==> src/logic/sdi_pkg.sv <==
// ----------------------------------------------------------------------------
// What this block does
// - One display mode at a time: 3-wire or 4-wire serial; 8-bit and 16-bit parallel only hold the queue.
// - Once configured, all panel control and clock waveforms come from hardware.
// - Panel reset output is active low; high releases and enables the panel.
// - Command/data select low for command bytes, high for parameter or data.
// - Panel select is active low and asserted to address the panel.
// - Device always sources the serial clock; the panel never drives it.
// - 3-wire mode shares one bidirectional line for write and read data.
// - 4-wire mode writes on a dedicated output and reads on a dedicated input.
// - Each write cycle carries one 8-bit byte, most significant bit first.
// - Written serial data changes only on falling serial clock edges.
// - Select low and bit 7 shown before first rise; next bits on falls.
// - Eighth falling edge presents bit 0 and sets the command/data level.
// - Messages span single-byte cycles; select may rise between; line ignored then.
// - 3-wire read: send command, release data line by last bit's falling edge.
// - Read payload is 8, 24 or 32 bits, set by the issued command.
// - A PWM backlight output whose duty cycle sets LED brightness.
// - 4-wire read: command on output line, data returns on input line.
// ----------------------------------------------------------------------------
package sdi_pkg;

    // ------------------------------------------------------------------------
    // Modes and command words
    // ------------------------------------------------------------------------
    typedef enum logic [1:0] {
        SDI_MODE_3W,
        SDI_MODE_4W,
        SDI_MODE_P8,
        SDI_MODE_P16
    } sdi_mode_t;

    typedef enum logic [1:0] {
        SDI_RD_8,
        SDI_RD_24,
        SDI_RD_32,
        SDI_RD_RSVD
    } sdi_rdlen_t;

    typedef struct packed {
        logic       is_read;
        logic       is_param;
        sdi_rdlen_t rd_len;
        logic [7:0] data;
    } sdi_cmd_t;

    localparam int SDI_CMD_W  = $bits(sdi_cmd_t);
    localparam int SDI_FIFO_D = 32;
    localparam int SDI_BL_W   = 8;

    // ------------------------------------------------------------------------
    // Timing, in ns, and derived cycle counts
    // ------------------------------------------------------------------------
    localparam int SDI_CLK_NS = 5;
    localparam int SDI_TCSS_NS = 40;
    localparam int SDI_TCSH_NS = 40;
    localparam int SDI_TWRH_NS = 40;
    localparam int SDI_TRDH_NS = 60;

    localparam logic [15:0] SDI_CSS_CYC   = 16'((SDI_TCSS_NS + SDI_CLK_NS - 1) / SDI_CLK_NS);
    localparam logic [15:0] SDI_CSH_CYC   = 16'((SDI_TCSH_NS + SDI_CLK_NS - 1) / SDI_CLK_NS);
    localparam logic [15:0] SDI_WRH_CYC   = 16'((SDI_TWRH_NS + SDI_CLK_NS - 1) / SDI_CLK_NS);
    localparam logic [15:0] SDI_RDH_CYC   = 16'((SDI_TRDH_NS + SDI_CLK_NS - 1) / SDI_CLK_NS);
    localparam logic [15:0] SDI_HALF_DFLT = 16'h0010;

    localparam logic [5:0] SDI_BYTE_BITS = 6'h08;
    localparam logic [5:0] SDI_BITS_8    = 6'h08;
    localparam logic [5:0] SDI_BITS_24   = 6'h18;
    localparam logic [5:0] SDI_BITS_32   = 6'h20;
    localparam logic [5:0] SDI_DC_FALL   = 6'h07;

    function automatic logic [5:0] sdi_rd_bits(input sdi_rdlen_t len);
        unique case (len)
            SDI_RD_24: sdi_rd_bits = SDI_BITS_24;
            SDI_RD_32: sdi_rd_bits = SDI_BITS_32;
            default:   sdi_rd_bits = SDI_BITS_8;
        endcase
    endfunction : sdi_rd_bits

endpackage : sdi_pkg

==> src/logic/sdi_fifo.sv <==
`timescale 1ns/10ps
`default_nettype none
module sdi_fifo
    import sdi_pkg::*;
#(
    parameter int WIDTH = SDI_CMD_W,
    parameter int DEPTH = SDI_FIFO_D
) (
    input  wire logic             clk_sys,
    input  wire logic             rst,
    input  wire logic             in_valid,
    output var  logic             in_ready,
    input  wire logic [WIDTH-1:0] in_data,
    output var  logic             out_valid,
    input  wire logic             out_ready,
    output var  logic [WIDTH-1:0] out_data
);
    localparam int AW = $clog2(DEPTH);

    typedef struct packed {
        logic [DEPTH-1:0][WIDTH-1:0] mem;
        logic [AW-1:0]               wr;
        logic [AW-1:0]               rd;
        logic [AW:0]                 cnt;
        logic                        full;
        logic                        empty;
        logic                        room;
    } sdi_fifo_st_t;

    sdi_fifo_st_t q_ff;
    sdi_fifo_st_t nxt_q;
    logic         push;
    logic         pop;

    assign push      = in_valid && !q_ff.full;
    assign pop       = out_ready && !q_ff.empty;
    // Kept as its own flop so the ready pin needs no gate
    assign in_ready  = q_ff.room;
    assign out_valid = !q_ff.empty;
    assign out_data  = q_ff.mem[q_ff.rd];

    always_comb begin
        nxt_q = q_ff;
        if (push) begin
            nxt_q.mem[q_ff.wr] = in_data;
            nxt_q.wr           = (q_ff.wr == AW'(DEPTH - 1)) ? '0 : q_ff.wr + 1'b1;
        end
        if (pop) begin
            nxt_q.rd = (q_ff.rd == AW'(DEPTH - 1)) ? '0 : q_ff.rd + 1'b1;
        end
        nxt_q.cnt   = q_ff.cnt + (AW+1)'(push) - (AW+1)'(pop);
        nxt_q.full  = (nxt_q.cnt == (AW+1)'(DEPTH));
        nxt_q.empty = (nxt_q.cnt == '0);
        nxt_q.room  = !nxt_q.full;
    end

    always_ff @(posedge clk_sys or posedge rst) begin
        if (rst) begin
            q_ff       <= '0;
            q_ff.empty <= 1'b1;
            q_ff.room  <= 1'b1;
        end else begin
            q_ff <= nxt_q;
        end
    end
endmodule : sdi_fifo
`default_nettype wire

==> src/logic/sdi_bl_pwm.sv <==
`timescale 1ns/10ps
`default_nettype none
module sdi_bl_pwm
    import sdi_pkg::*;
#(
    parameter int WIDTH = SDI_BL_W
) (
    input  wire logic             clk_sys,
    input  wire logic             rst,
    input  wire logic [WIDTH-1:0] duty,
    output var  logic             pwm_out
);
    typedef struct packed {
        logic [WIDTH-1:0] phase;
        logic             out;
    } sdi_pwm_st_t;

    sdi_pwm_st_t q_ff;
    sdi_pwm_st_t nxt_q;

    assign pwm_out = q_ff.out;

    // Duty of all ones still gives one low slot per period
    always_comb begin
        nxt_q       = q_ff;
        nxt_q.phase = q_ff.phase + 1'b1;
        nxt_q.out   = (q_ff.phase < duty);
    end

    always_ff @(posedge clk_sys or posedge rst) begin
        if (rst) begin
            q_ff <= '0;
        end else begin
            q_ff <= nxt_q;
        end
    end
endmodule : sdi_bl_pwm
`default_nettype wire

==> src/logic/sdi_serial_display.sv <==
`timescale 1ns/10ps
`default_nettype none
module sdi_serial_display
    import sdi_pkg::*;
(
    input  wire logic                clk_sys,
    input  wire logic                rst,
    // Configuration
    input  wire sdi_mode_t           cfg_mode,
    input  wire logic [15:0]         cfg_clk_half,
    input  wire logic                panel_reset_req,
    input  wire logic [SDI_BL_W-1:0] bl_duty,
    // Command stream
    input  wire logic                cmd_valid,
    output var  logic                cmd_ready,
    input  wire sdi_cmd_t            cmd_word,
    // Read result and busy flag
    output logic                     rd_valid,
    output logic [31:0]              rd_data,
    output logic                     busy,
    // Panel pins
    output logic                     panel_reset_n,
    output logic                     panel_select_n,
    output logic                     panel_serial_clk,
    output logic                     panel_cmd_data_sel,
    output logic                     panel_serial_out,
    input  wire logic                panel_serial_in,
    input  wire logic                panel_serial_io_in,
    output logic                     panel_serial_io_out,
    output logic                     panel_serial_io_oe,
    output var  logic                backlight_pwm_out
);

    // ------------------------------------------------------------------------
    // State
    // ------------------------------------------------------------------------
    typedef enum logic [2:0] {
        S_IDLE,
        S_LEAD,
        S_LOW,
        S_HIGH,
        S_TAIL,
        S_GAP
    } sdi_state_t;

    typedef struct packed {
        sdi_state_t  st;
        logic [15:0] cnt;
        logic [15:0] half;
        logic [5:0]  falls;
        logic [5:0]  rises;
        logic [5:0]  total;
        logic [7:0]  tx;
        logic [31:0] rx;
        logic        is_read;
        logic        dc_req;
        logic        three_wire;

        // Two flops on each data input before anything reads it
        logic        si_meta;
        logic        si_sync;
        logic        io_meta;
        logic        io_sync;

        // Pin images, so each panel pin leaves a flop
        logic        rst_n;
        logic        cs_n;
        logic        sck;
        logic        dc;
        logic        sdo;
        logic        sio;
        logic        sio_oe;
        logic        rd_valid;
        logic [31:0] rd_data;
        logic        busy;
    } sdi_main_st_t;

    sdi_main_st_t q_ff;
    sdi_main_st_t nxt_q;
    sdi_cmd_t     fifo_word;
    logic         fifo_valid;
    logic         fifo_pop;
    logic         serial_mode;
    logic         tick;
    logic         rx_bit;

    // ------------------------------------------------------------------------
    // Helpers
    // ------------------------------------------------------------------------
    function automatic logic [15:0] clamp_half(input logic [15:0] req,
                                               input logic [15:0] lo);
        clamp_half = (req < lo) ? lo : req;
    endfunction : clamp_half

    function automatic logic [15:0] load_cnt(input logic [15:0] cycles);
        load_cnt = (cycles == 16'h0000) ? 16'h0000 : cycles - 16'h0001;
    endfunction : load_cnt

    // ------------------------------------------------------------------------
    // Command buffer and backlight
    // ------------------------------------------------------------------------
    // Parallel modes are not served here, so the queue only drains in serial modes
    assign serial_mode = (cfg_mode == SDI_MODE_3W) || (cfg_mode == SDI_MODE_4W);
    assign fifo_pop    = (q_ff.st == S_IDLE) && serial_mode;

    sdi_fifo #(
        .WIDTH (SDI_CMD_W),
        .DEPTH (SDI_FIFO_D)
    ) u_fifo (
        .clk_sys   (clk_sys),
        .rst       (rst),
        .in_valid  (cmd_valid),
        .in_ready  (cmd_ready),
        .in_data   (cmd_word),
        .out_valid (fifo_valid),
        .out_ready (fifo_pop),
        .out_data  (fifo_word)
    );

    sdi_bl_pwm #(
        .WIDTH (SDI_BL_W)
    ) u_pwm (
        .clk_sys (clk_sys),
        .rst     (rst),
        .duty    (bl_duty),
        .pwm_out (backlight_pwm_out)
    );

    // ------------------------------------------------------------------------
    // Outputs
    // ------------------------------------------------------------------------
    assign rd_valid            = q_ff.rd_valid;
    assign rd_data             = q_ff.rd_data;
    assign busy                = q_ff.busy;
    assign panel_reset_n       = q_ff.rst_n;
    assign panel_select_n      = q_ff.cs_n;
    assign panel_serial_clk    = q_ff.sck;
    assign panel_cmd_data_sel  = q_ff.dc;
    assign panel_serial_out    = q_ff.sdo;
    assign panel_serial_io_out = q_ff.sio;
    assign panel_serial_io_oe  = q_ff.sio_oe;

    // ------------------------------------------------------------------------
    // Sequencer
    // ------------------------------------------------------------------------
    // One down-counter times every phase, so one compare ends each of them
    assign tick   = (q_ff.cnt == 16'h0000);

    // Sync lag is far shorter than the settled low phase
    assign rx_bit = q_ff.three_wire ? q_ff.io_sync : q_ff.si_sync;

    always_comb begin
        nxt_q          = q_ff;
        nxt_q.si_meta  = panel_serial_in;
        nxt_q.si_sync  = q_ff.si_meta;
        nxt_q.io_meta  = panel_serial_io_in;
        nxt_q.io_sync  = q_ff.io_meta;
        nxt_q.rst_n    = !panel_reset_req;
        nxt_q.rd_valid = 1'b0;
        nxt_q.cnt      = load_cnt(q_ff.cnt);

        unique case (q_ff.st)
            S_IDLE: begin
                nxt_q.busy = 1'b0;
                if (fifo_pop && fifo_valid) begin
                    nxt_q.busy       = 1'b1;
                    nxt_q.tx         = fifo_word.data;
                    nxt_q.is_read    = fifo_word.is_read;
                    nxt_q.dc_req     = fifo_word.is_param;
                    nxt_q.three_wire = (cfg_mode == SDI_MODE_3W);

                    if (fifo_word.is_read) begin
                        // Read clock is held to the slower read limits
                        nxt_q.half  = clamp_half(cfg_clk_half, SDI_RDH_CYC);
                        nxt_q.total = SDI_BYTE_BITS + sdi_rd_bits(fifo_word.rd_len);
                    end else begin
                        nxt_q.half  = clamp_half(cfg_clk_half, SDI_WRH_CYC);
                        nxt_q.total = SDI_BYTE_BITS;
                    end

                    nxt_q.falls      = '0;
                    nxt_q.rises      = '0;
                    nxt_q.rx         = '0;
                    nxt_q.cs_n       = 1'b0;
                    nxt_q.cnt        = load_cnt(SDI_CSS_CYC);
                    nxt_q.st         = S_LEAD;
                end
            end

            S_LEAD: begin
                if (tick) begin
                    // First fall puts bit 7 out ahead of the first rise
                    nxt_q.sck   = 1'b0;
                    nxt_q.falls = q_ff.falls + 1'b1;
                    nxt_q.tx    = {q_ff.tx[6:0], 1'b0};
                    if (q_ff.three_wire) begin
                        nxt_q.sio    = q_ff.tx[7];
                        nxt_q.sio_oe = 1'b1;
                    end else begin
                        nxt_q.sdo = q_ff.tx[7];
                    end
                    nxt_q.cnt = load_cnt(q_ff.half);
                    nxt_q.st  = S_LOW;
                end
            end

            S_LOW: begin
                if (tick) begin
                    nxt_q.sck   = 1'b1;
                    nxt_q.rises = q_ff.rises + 1'b1;

                    // Rises past the command byte carry returned bits
                    if (q_ff.rises >= SDI_BYTE_BITS) begin
                        nxt_q.rx = {q_ff.rx[30:0], rx_bit};
                    end

                    if (q_ff.rises + 1'b1 == q_ff.total) begin
                        nxt_q.cnt = load_cnt(SDI_CSH_CYC);
                        nxt_q.st  = S_TAIL;
                    end else begin
                        nxt_q.cnt = load_cnt(q_ff.half);
                        nxt_q.st  = S_HIGH;
                    end
                end
            end

            S_HIGH: begin
                if (tick) begin
                    nxt_q.sck   = 1'b0;
                    nxt_q.falls = q_ff.falls + 1'b1;
                    if (q_ff.falls < SDI_BYTE_BITS) begin
                        nxt_q.tx = {q_ff.tx[6:0], 1'b0};
                        if (q_ff.three_wire) begin
                            nxt_q.sio = q_ff.tx[7];
                        end else begin
                            nxt_q.sdo = q_ff.tx[7];
                        end
                    end
                    if (q_ff.falls == SDI_DC_FALL) begin
                        nxt_q.dc = q_ff.dc_req;
                    end
                    // Line freed on the fall that ends the last command bit
                    if (q_ff.falls == SDI_BYTE_BITS) begin
                        nxt_q.sio_oe = 1'b0;
                    end
                    nxt_q.cnt = load_cnt(q_ff.half);
                    nxt_q.st  = S_LOW;
                end
            end

            S_TAIL: begin
                if (tick) begin
                    nxt_q.cs_n   = 1'b1;
                    nxt_q.sio_oe = 1'b0;
                    if (q_ff.is_read) begin
                        nxt_q.rd_valid = 1'b1;
                        nxt_q.rd_data  = q_ff.rx;
                    end
                    nxt_q.cnt = load_cnt(SDI_CSS_CYC);
                    nxt_q.st  = S_GAP;
                end
            end

            S_GAP: begin
                // Minimum deselect time before the next byte
                if (tick) begin
                    nxt_q.st = S_IDLE;
                end
            end

            // Spare state codes drop the panel and return to idle
            default: begin
                nxt_q.cs_n   = 1'b1;
                nxt_q.sck    = 1'b1;
                nxt_q.sio_oe = 1'b0;
                nxt_q.st     = S_IDLE;
            end
        endcase
    end

    always_ff @(posedge clk_sys or posedge rst) begin
        if (rst) begin
            q_ff      <= '0;
            q_ff.st   <= S_IDLE;
            q_ff.half <= SDI_HALF_DFLT;
            q_ff.cs_n <= 1'b1;
            q_ff.sck  <= 1'b1;
            q_ff.dc   <= 1'b1;
        end else begin
            q_ff <= nxt_q;
        end
    end

endmodule : sdi_serial_display
`default_nettype wire

==> config.mk <==
export PLATFORM = sky130hd
export DESIGN_NAME = sdi_serial_display
export DESIGN_NICKNAME = d
export VERILOG_FILES = /design/src/logic/sdi_pkg.sv /design/src/logic/sdi_fifo.sv /design/src/logic/sdi_bl_pwm.sv /design/src/logic/sdi_serial_display.sv
export SDC_FILE = /design/constraint.sdc
export NUM_CORES = 1
export LEC_CHECK = 0
export BUFFER_PORTS_ARGS = -buffer_cell sky130_fd_sc_hd__buf_4
export CORE_UTILIZATION = 40
export CTS_BUF_LIST = sky130_fd_sc_hd__clkbuf_16
export CTS_CLUSTER_SIZE = 10
export DETAILED_ROUTE_END_ITERATION = 7
export PLACE_DENSITY = 0.56
export SKIP_LAST_GASP = 1
export SYNTH_ARGS = -nofsm -noshare
export SYNTH_HDL_FRONTEND = slang
export SYNTH_SLANG_ARGS = --single-unit
==> constraint.sdc <==
create_clock -name clk_sys -period 48.9 [get_ports clk_sys]
set_clock_uncertainty 0.05 [all_clocks]
set_input_delay 4.89 -clock clk_sys [delete_from_list [all_inputs] [get_ports clk_sys]]
set_output_delay 4.89 -clock clk_sys [all_outputs]
set_load 0.01 [all_outputs]
==> results of run 1 <==
==> flip-flops by register name (all words and copies together) (netlist names) <==
signal / cells
u_pwm.pwm_out: 1
panel_cmd_data_sel: 1
q_ff: 95
panel_serial_io_out: 1
panel_select_n: 1
panel_serial_out: 1
panel_serial_io_oe: 1
rd_valid: 1
rd_data: 32
busy: 1
panel_reset_n: 1
u_fifo.in_ready: 1
u_fifo.q_ff: 402
u_pwm.q_ff: 8
nxt_q: 2
panel_serial_clk: 1
==> area by class of cell <==
class | count | area, µm² | share of cell area (%)
sequential | 550 | 13800 | 47.9
multi-input combinational | 1256 | 11100 | 38.5
clock buffer | 67 | 1680 | 5.82
tap | 846 | 1060 | 3.68
timing repair buffer | 118 | 886 | 3.08
clock inverter | 30 | 158 | 0.548
inverter | 35 | 139 | 0.482
antenna | 1 | 2.50 | 0.00869
==> critical path, stage by stage <==
cell	delay, ps
buf_4	90
nor2_1	50
nand2_1	80
or2_2	770
inv_1	660
ha_1	470
inv_1	60
ha_1	150
inv_1	50
fa_1	410
inv_1	70
a21o_1	110
a21oi_1	70
xnor2_1	140
nor4_1	400
nor2b_1	190
==> how the worst max path moves through the flow <==
stage	to	slack [ps]	depth (start not counted)
6_report	u_fifo.q_ff[1]	40700	16
5_1_grt	u_fifo.q_ff[1]	40400	16
4_1_cts	u_fifo.q_ff[1]	40720	16
3_5_place_dp	u_fifo.q_ff[2]	40110	16
3_3_place_gp	u_fifo.q_ff[1]	40200	16
2_1_floorplan	busy	28590	1
==> cells in the final DEF (no fill, tap or decap), types with 6 or more instances in the layout <==
cell | Yosys | routed
a22oi_1 | 37 | 37
nor2_1 | 60 | 58
o31ai_1 | 7 | 7
a22o_1 | 10 | 10
ha_1 | 29 | 29
nand3_1 | 43 | 43
xor2_1 | 15 | 15
and2_1 | 9 | 9
mux2_2 | 421 | 421
mux2i_1 | 65 | 65
inv_1 | 35 | 54
nand2b_1 | 7 | 7
nand2_1 | 191 | 191
mux4_2 | 70 | 70
nor2b_1 | 18 | 18
dfrtp_1 | 544 | 542
buf_4 | 39 | 118
nor3_1 | 27 | 23
clkbuf_16 | 0 | 67
nor4_1 | 11 | 11
a31oi_1 | 17 | 17
o21ai_0 | 76 | 76
a21oi_1 | 29 | 29
and3_1 | 6 | 6
o22ai_1 | 6 | 6
dfstp_2 | 6 | 6
xnor2_1 | 28 | 28
==> logic make-up after synthesis <==
group,share of synthesized area (%)
compound gates,5.18
xor+xnor,1.46
fa+ha+maj,1.48
buf+inv,3.92
flops,53.3
mux,27.2
simple gates,7.51
==> metrics by stage <==
step	area (µm²)	hold WS, ps	setup slack, ps	utilization (%)	total power [W]
5_1_grt	28800	340	40400	45.4	0.00146
6_report	28800	316	40700	45.4	0.00138
3_3_place_gp	27000	302	40200	42.5	0.000943
2_1_floorplan	25900	281	28590	-	0.000879
3_5_place_dp	27000	293	40110	42.5	0.000962
4_1_cts	28800	324	40720	45.4	0.00140
==> power groups by stage <==
stage / combinational, W / clock [W] / sequential (W)
finish: 0.000292 / 0.000428 / 0.000660
floorplan: 0.000234 / 0 / 0.000645
global route: 0.000318 / 0.000460 / 0.000678
global placement: 0.000285 / 0 / 0.000659
detailed placement: 0.000296 / 0 / 0.000667
CTS: 0.000296 / 0.000441 / 0.000659
==> routing by layer <==
| metal | track usage, % | vias to the layer above | share of wire, % |
|---|---|---|---|
| li1 | - | 7195 | - |
| met1 | 26.3 | 8286 | 44 |
| met2 | 31.7 | 316 | 49 |
| met3 | 3.98 | 92 | 4.7 |
| met4 | 5.67 | 0 | 2.4 |
| met5 | 0 | - | 0 |
==> results.txt, run 1 <==
Setup crit start kind: input pin
# fillers: 5746
Die area: 65700 µm²
Hold Violations, Final: 0
DP HPWL: 40000 µm
Hold Path Origin: nxt_q[41]
#FFs+latches synth: 550
DRT Wirelength: 62900 µm
Power Density: 47.9 nW/µm²
Ys async rst share: 100%
Hold_buf cts: 0
Synthesized netlist cell count: 2013
Vias per inst: 5.47
First-pass GRT wire length: 99100 µm
Root Driver: clkbuf_16
Core Region: 63400 µm²
GR Overflow Total: 0
Seq/Total Area, Yosys: 53.3%
Vias: 15889
CTS Buffer Depth: 3
Synth warn: 0
PortBufs: 86
RePlAce Congestion: 0.841
Ratio of cells with drive above 1 in the final layout: 34.7%
Worst R2R Path Depth: 15
Netlist cell types: 70
Status: finished clean
Worst Path Arrival: 8670 ps
Reg clk slew, reported paths: 50 ps
Relative slew slack: 26.9%
R2r setup slk: 44110 ps
Initial core utilization: 40.8%
Cell taking the most area after synthesis: dfrtp_1
# nets final: 2101
Synth area leaders: dfrtp_1 53%, mux2_2 18%, mux4_2 6.1%
Clk sinks: 550
WL/cell: 21.7 µm
Count of final setup violators: 0
R2r endpoint: u_fifo.q_ff[1]
RSZ-0062 raised after global routing: false
Worst slew pin tran: 1100 ps
CP required: 49370 ps
H-Tree Depth: 3
Sequential fraction of design power: 47.8%
I/O Pins: 87
Post-CTS Setup Bufs: 0
Fin crit share: 16.8%
Die width: 256 µm
Fmax: 0.122 GHz
Antenna violations before repair: 2
Hold Path Stages: 0
Most common flop cell mapped by yosys: dfrtp_1
Clk_lat worst skew: 600 ps
Row cnt: 92
Total net switching power: 0.000371 W
Peak VDD IR: 0.0266 mV
Clock Power Share: 31.0%
Biggest fanout along the worst timing path: 49
Internal: 0.00101 W
Switching part of the total: 26.8%
Initial DRC Count: 1102
Lkg Pwr: 12.9 nW
Top-count cell post-synth: dfrtp_1
Worst reg2reg path startpoint: q_ff[139]
Hold WC Path Type: reg -> reg
Inserted Clock Buffers: 66
Top cell type's share of synthesized area: 52.7%
Largest net degree at the start of global routing: 127
Clock period minus worst slack: 8200 ps
Die H: 256 µm
Slew Limit Fails: 0
Critical Setup Path Class: in -> reg
CTS tree: done
Residual DRC: 0
CP Launch Point: cfg_mode[1]
Mapped Nets: 2087
Average cell area after synthesis: 12.8 µm²
Hold path endpoint: q_ff[41]
Area growth syn-to-layout: 11.4%
Worst Setup End Kind: flip-flop
Number of enable flip-flop cells after synthesis: 0
Final ANT Viol Nets: 0
Logic pwr share: 21.1%
Inst Count DP: 2805
Maxcap violations: 0
Cell Count, Final, Fillers Out: 2903
Synth Cell Area: 25900 µm²
First-pass DRT Iterations: 5
Post-synth top cells: 544 x dfrtp_1, 421 x mux2_2, 191 x nand2_1
Tot GR Track Use: 19.5%
Post-CTS Resized: 0
Vias in the first global route: 16373
Setup TNS: 0 ps
(Power assumes the default switching activity.)
==> run 2, diff against run 1 <==
Clock period 48.9 ns to 8 ns, I/O delays scaled along.
==> run 2 against run 1 <==
Via count up 0.72%; routed wire length up 0.21%; sequential power rose to 6.1 times the previous value; global-route usage about the same; worst hold slack worse by 45 ps; register-to-register slack worse by 41000 ps; critical endpoint unchanged.
==> results.txt, run 2 (synthesis gave the netlist of run 1 again) <==
Die area: 65700 µm² (unchanged)
PnR worst setup slack: 3250 ps (was 40700 ps)
CP Launch Point: q_ff[139] (was cfg_mode[1])
Commonest non-fill, non-tap cell in the layout: dfrtp_1 (unchanged)
Clk_lat worst skew: 590 ps (was 600 ps)
WL/cell: 21.8 µm (was 21.7 µm)
Dpl cell area: 27000 µm² (about the same)
Clk sinks: 550 (unchanged)
DP HPWL: 40000 µm (about the same)
Row cnt: 92 (unchanged)
Initial DRC Count: 931 (was 1102)
Die width: 256 µm (unchanged)
Vias: 16003 (was 15889)
Critical path's slowest cell: or2_2 (unchanged)
Root Driver: clkbuf_16 (unchanged)
Worst slew pin tran: 1090 ps (was 1100 ps)
Total net switching power: 0.00225 W (was 0.000371 W)
Lkg Pwr: 12.9 nW (about the same)
Critical Setup Path Class: reg -> reg (was in -> reg)
Max reg flops: 402 (unchanged)
CP peak stage delay: 780 ps (was 770 ps)
Post-CTS Resized: 0 (unchanged)
Inserted Clock Buffers: 67 (was 66)
Worst reg2reg path startpoint: q_ff[139] (unchanged)
Sequential fraction of design power: 47.7% (was 47.8%)
First-pass GRT wire length: 99200 µm (was 99100 µm)
Reg with most FFs: u_fifo.q_ff (unchanged)
Dpl ws: 3270 ps (was 40110 ps)
CP endpoint: u_fifo.q_ff[1] (unchanged)
Critical path depth: 15 (was 16)
Logic pwr share: 20.8% (was 21.1%)
Vias in the first global route: 16525 (was 16373)
First-pass DRT Iterations: 5 (unchanged)
Core Region: 63400 µm² (unchanged)
Most frequent cells in the layout: 542 x dfrtp_1, 421 x mux2_2, 191 x nand2_1 (unchanged)
Biggest fanout along the worst timing path: 49 (unchanged)
Clock period minus worst slack: 4750 ps
Largest net degree at the start of global routing: 186 (was 127)
Ratio of cells with drive above 1 in the final layout: 34.8% (was 34.7%)
Peak VDD IR: 0.173 mV (was 0.0266 mV)
Cell area after layout: 28800 µm² (about the same)
CTS tree: done (unchanged)
DRT Wirelength: 63000 µm (was 62900 µm)
Clock Power Share: 31.5% (was 31.0%)
Critical path buffers and inverters: 4 (was 5)
Residual DRC: 0 (unchanged)
Die H: 256 µm (unchanged)
Status: finished clean (unchanged)
Worst path most repeated cell: inv_1 (unchanged)
Critical path, cell by cell: nor2_1 -> nand2_1 -> or2_2 -> inv_1 -> ha_1 -> inv_1 -> ha_1 -> inv_1 -> fa_1 -> inv_1 -> a21o_1 -> a21oi_1 -> xnor2_1 -> nor4_1 -> nor2b_1 (was buf_4 -> nor2_1 -> nand2_1 -> or2_2 -> inv_1 -> ha_1 -> inv_1 -> ha_1 -> inv_1 -> fa_1 -> inv_1 -> a21o_1 -> a21oi_1 -> xnor2_1 -> nor4_1 -> nor2b_1)
I/O Pins: 87 (unchanged)
Antenna violations before repair: 1 (was 2)
Relative slew slack: 27.0% (was 26.9%)
Area growth syn-to-layout: 11.4% (about the same)
RSZ-0062 raised after global routing: false (unchanged)
Worst Setup End Kind: flip-flop (unchanged)
Initial core utilization: 40.8% (unchanged)
Final ANT Viol Nets: 0 (unchanged)
Worst Path Arrival: 5230 ps (was 8670 ps)
R2r endpoint: u_fifo.q_ff[1] (unchanged)
Switching part of the total: 26.5% (was 26.8%)
# nets final: 2098 (was 2101)
GR Overflow Total: 0 (unchanged)
Hold_buf cts: 0 (unchanged)
Post-CTS Setup Bufs: 0 (unchanged)
Worst R2R Path Depth: 15 (unchanged)
Crit-path leading delay family: simple AND/OR/NAND/NOR gates (unchanged)
RePlAce Congestion: 0.825 (was 0.841)
Power Density: 294 nW/µm² (was 47.9 nW/µm²)
Maxcap violations: 0 (unchanged)
Setup TNS: 0 ps (unchanged)
Reg clk slew, reported paths: 60 ps (was 50 ps)
CTS Buffer Depth: 3 (unchanged)
Count of final setup violators: 0 (unchanged)
Cell Count, Final, Fillers Out: 2894 (was 2903)
Inst Count DP: 2801 (was 2805)
Setup crit start kind: flip-flop (was input pin)
R2r setup slk: 3250 ps (was 44110 ps)
Vias per inst: 5.53 (was 5.47)
Fin crit share: 59.4%
CP required: 8480 ps (was 49370 ps)
Internal: 0.00623 W (was 0.00101 W)
# fillers: 5738 (was 5746)
Tot GR Track Use: 19.5% (about the same)
Hold Violations, Final: 0 (unchanged)
H-Tree Depth: 3 (unchanged)
Hold WC Path Type: in -> reg (was reg -> reg)
Final core utilization: 45.4% (about the same)
Fmax: 0.210 GHz
Slew Limit Fails: 0 (unchanged)
PortBufs: 86 (unchanged)
[run 2: cell types whose count changed in the layout (fill, tap and decap cells not counted)]
cell | before | now
clkinv_1 | 4 | 5
bufinv_16 | 0 | 1
nor2_1 | 58 | 55
clkinvlp_4 | 0 | 1
inv_8 | 1 | 0
nor2_2 | 3 | 6
clkinv_2 | 0 | 2
inv_1 | 54 | 47
clkinv_8 | 2 | 0
buf_12 | 0 | 2
buf_4 | 118 | 112
inv_6 | 4 | 2
clkbuf_16 | 67 | 69
[run 2: layer usage]
metal	up-vias	routed length, µm	global-route usage, %
met5	-	0	0
met1	8416	28300	26.3
met4	0	1500	5.81
met3	102	2610	3.24
li1	7178	-	-
met2	307	30600	32.2
[run 2: layout make-up]
cell class / count / area (µm²) / share of cell area (%)
inverters: 35 / 135 / 0.469
repair buffers: 114 / 881 / 3.06
well taps: 846 / 1060 / 3.67
clock buffers: 69 / 1730 / 5.99
multi-input cells: 1256 / 11100 / 38.5
flip-flops and latches: 550 / 13800 / 47.8
clock inverters: 23 / 125 / 0.434
diodes: 1 / 2.50 / 0.00869
[run 2: worst min path at each step]
stage | start | cells past startpoint | slack [ps] | to
final | panel_serial_in | 1 | 270 | nxt_q[43]
after global routing | panel_serial_io_in | 1 | 240 | nxt_q[41]
after CTS | panel_serial_in | 1 | 240 | nxt_q[43]
after detailed placement | nxt_q[43] | 0 | 290 | q_ff[43]
after global placement | nxt_q[41] | 0 | 290 | q_ff[41]
after floorplan | nxt_q[41] | 0 | 280 | q_ff[41]
[run 2: per-stage QoR]
step | power [W] | hold WS (ps)
2_1_floorplan | 0.00538 | 281
3_3_place_gp | 0.00575 | 295
3_5_place_dp | 0.00587 | 292
4_1_cts | 0.00858 | 237
5_1_grt | 0.00893 | 244
6_report | 0.00848 | 271
[run 2: power groups by stage]
| stage | clock network (W) | logic, W | registers (W) |
|---|---|---|---|
| finish | 0.00267 | 0.00176 | 0.00404 |
| global route | 0.00286 | 0.00193 | 0.00414 |
| CTS | 0.00275 | 0.00179 | 0.00404 |
| detailed placement | 0 | 0.00178 | 0.00408 |
| global placement | 0 | 0.00172 | 0.00403 |
| floorplan | 0 | 0.00143 | 0.00394 |
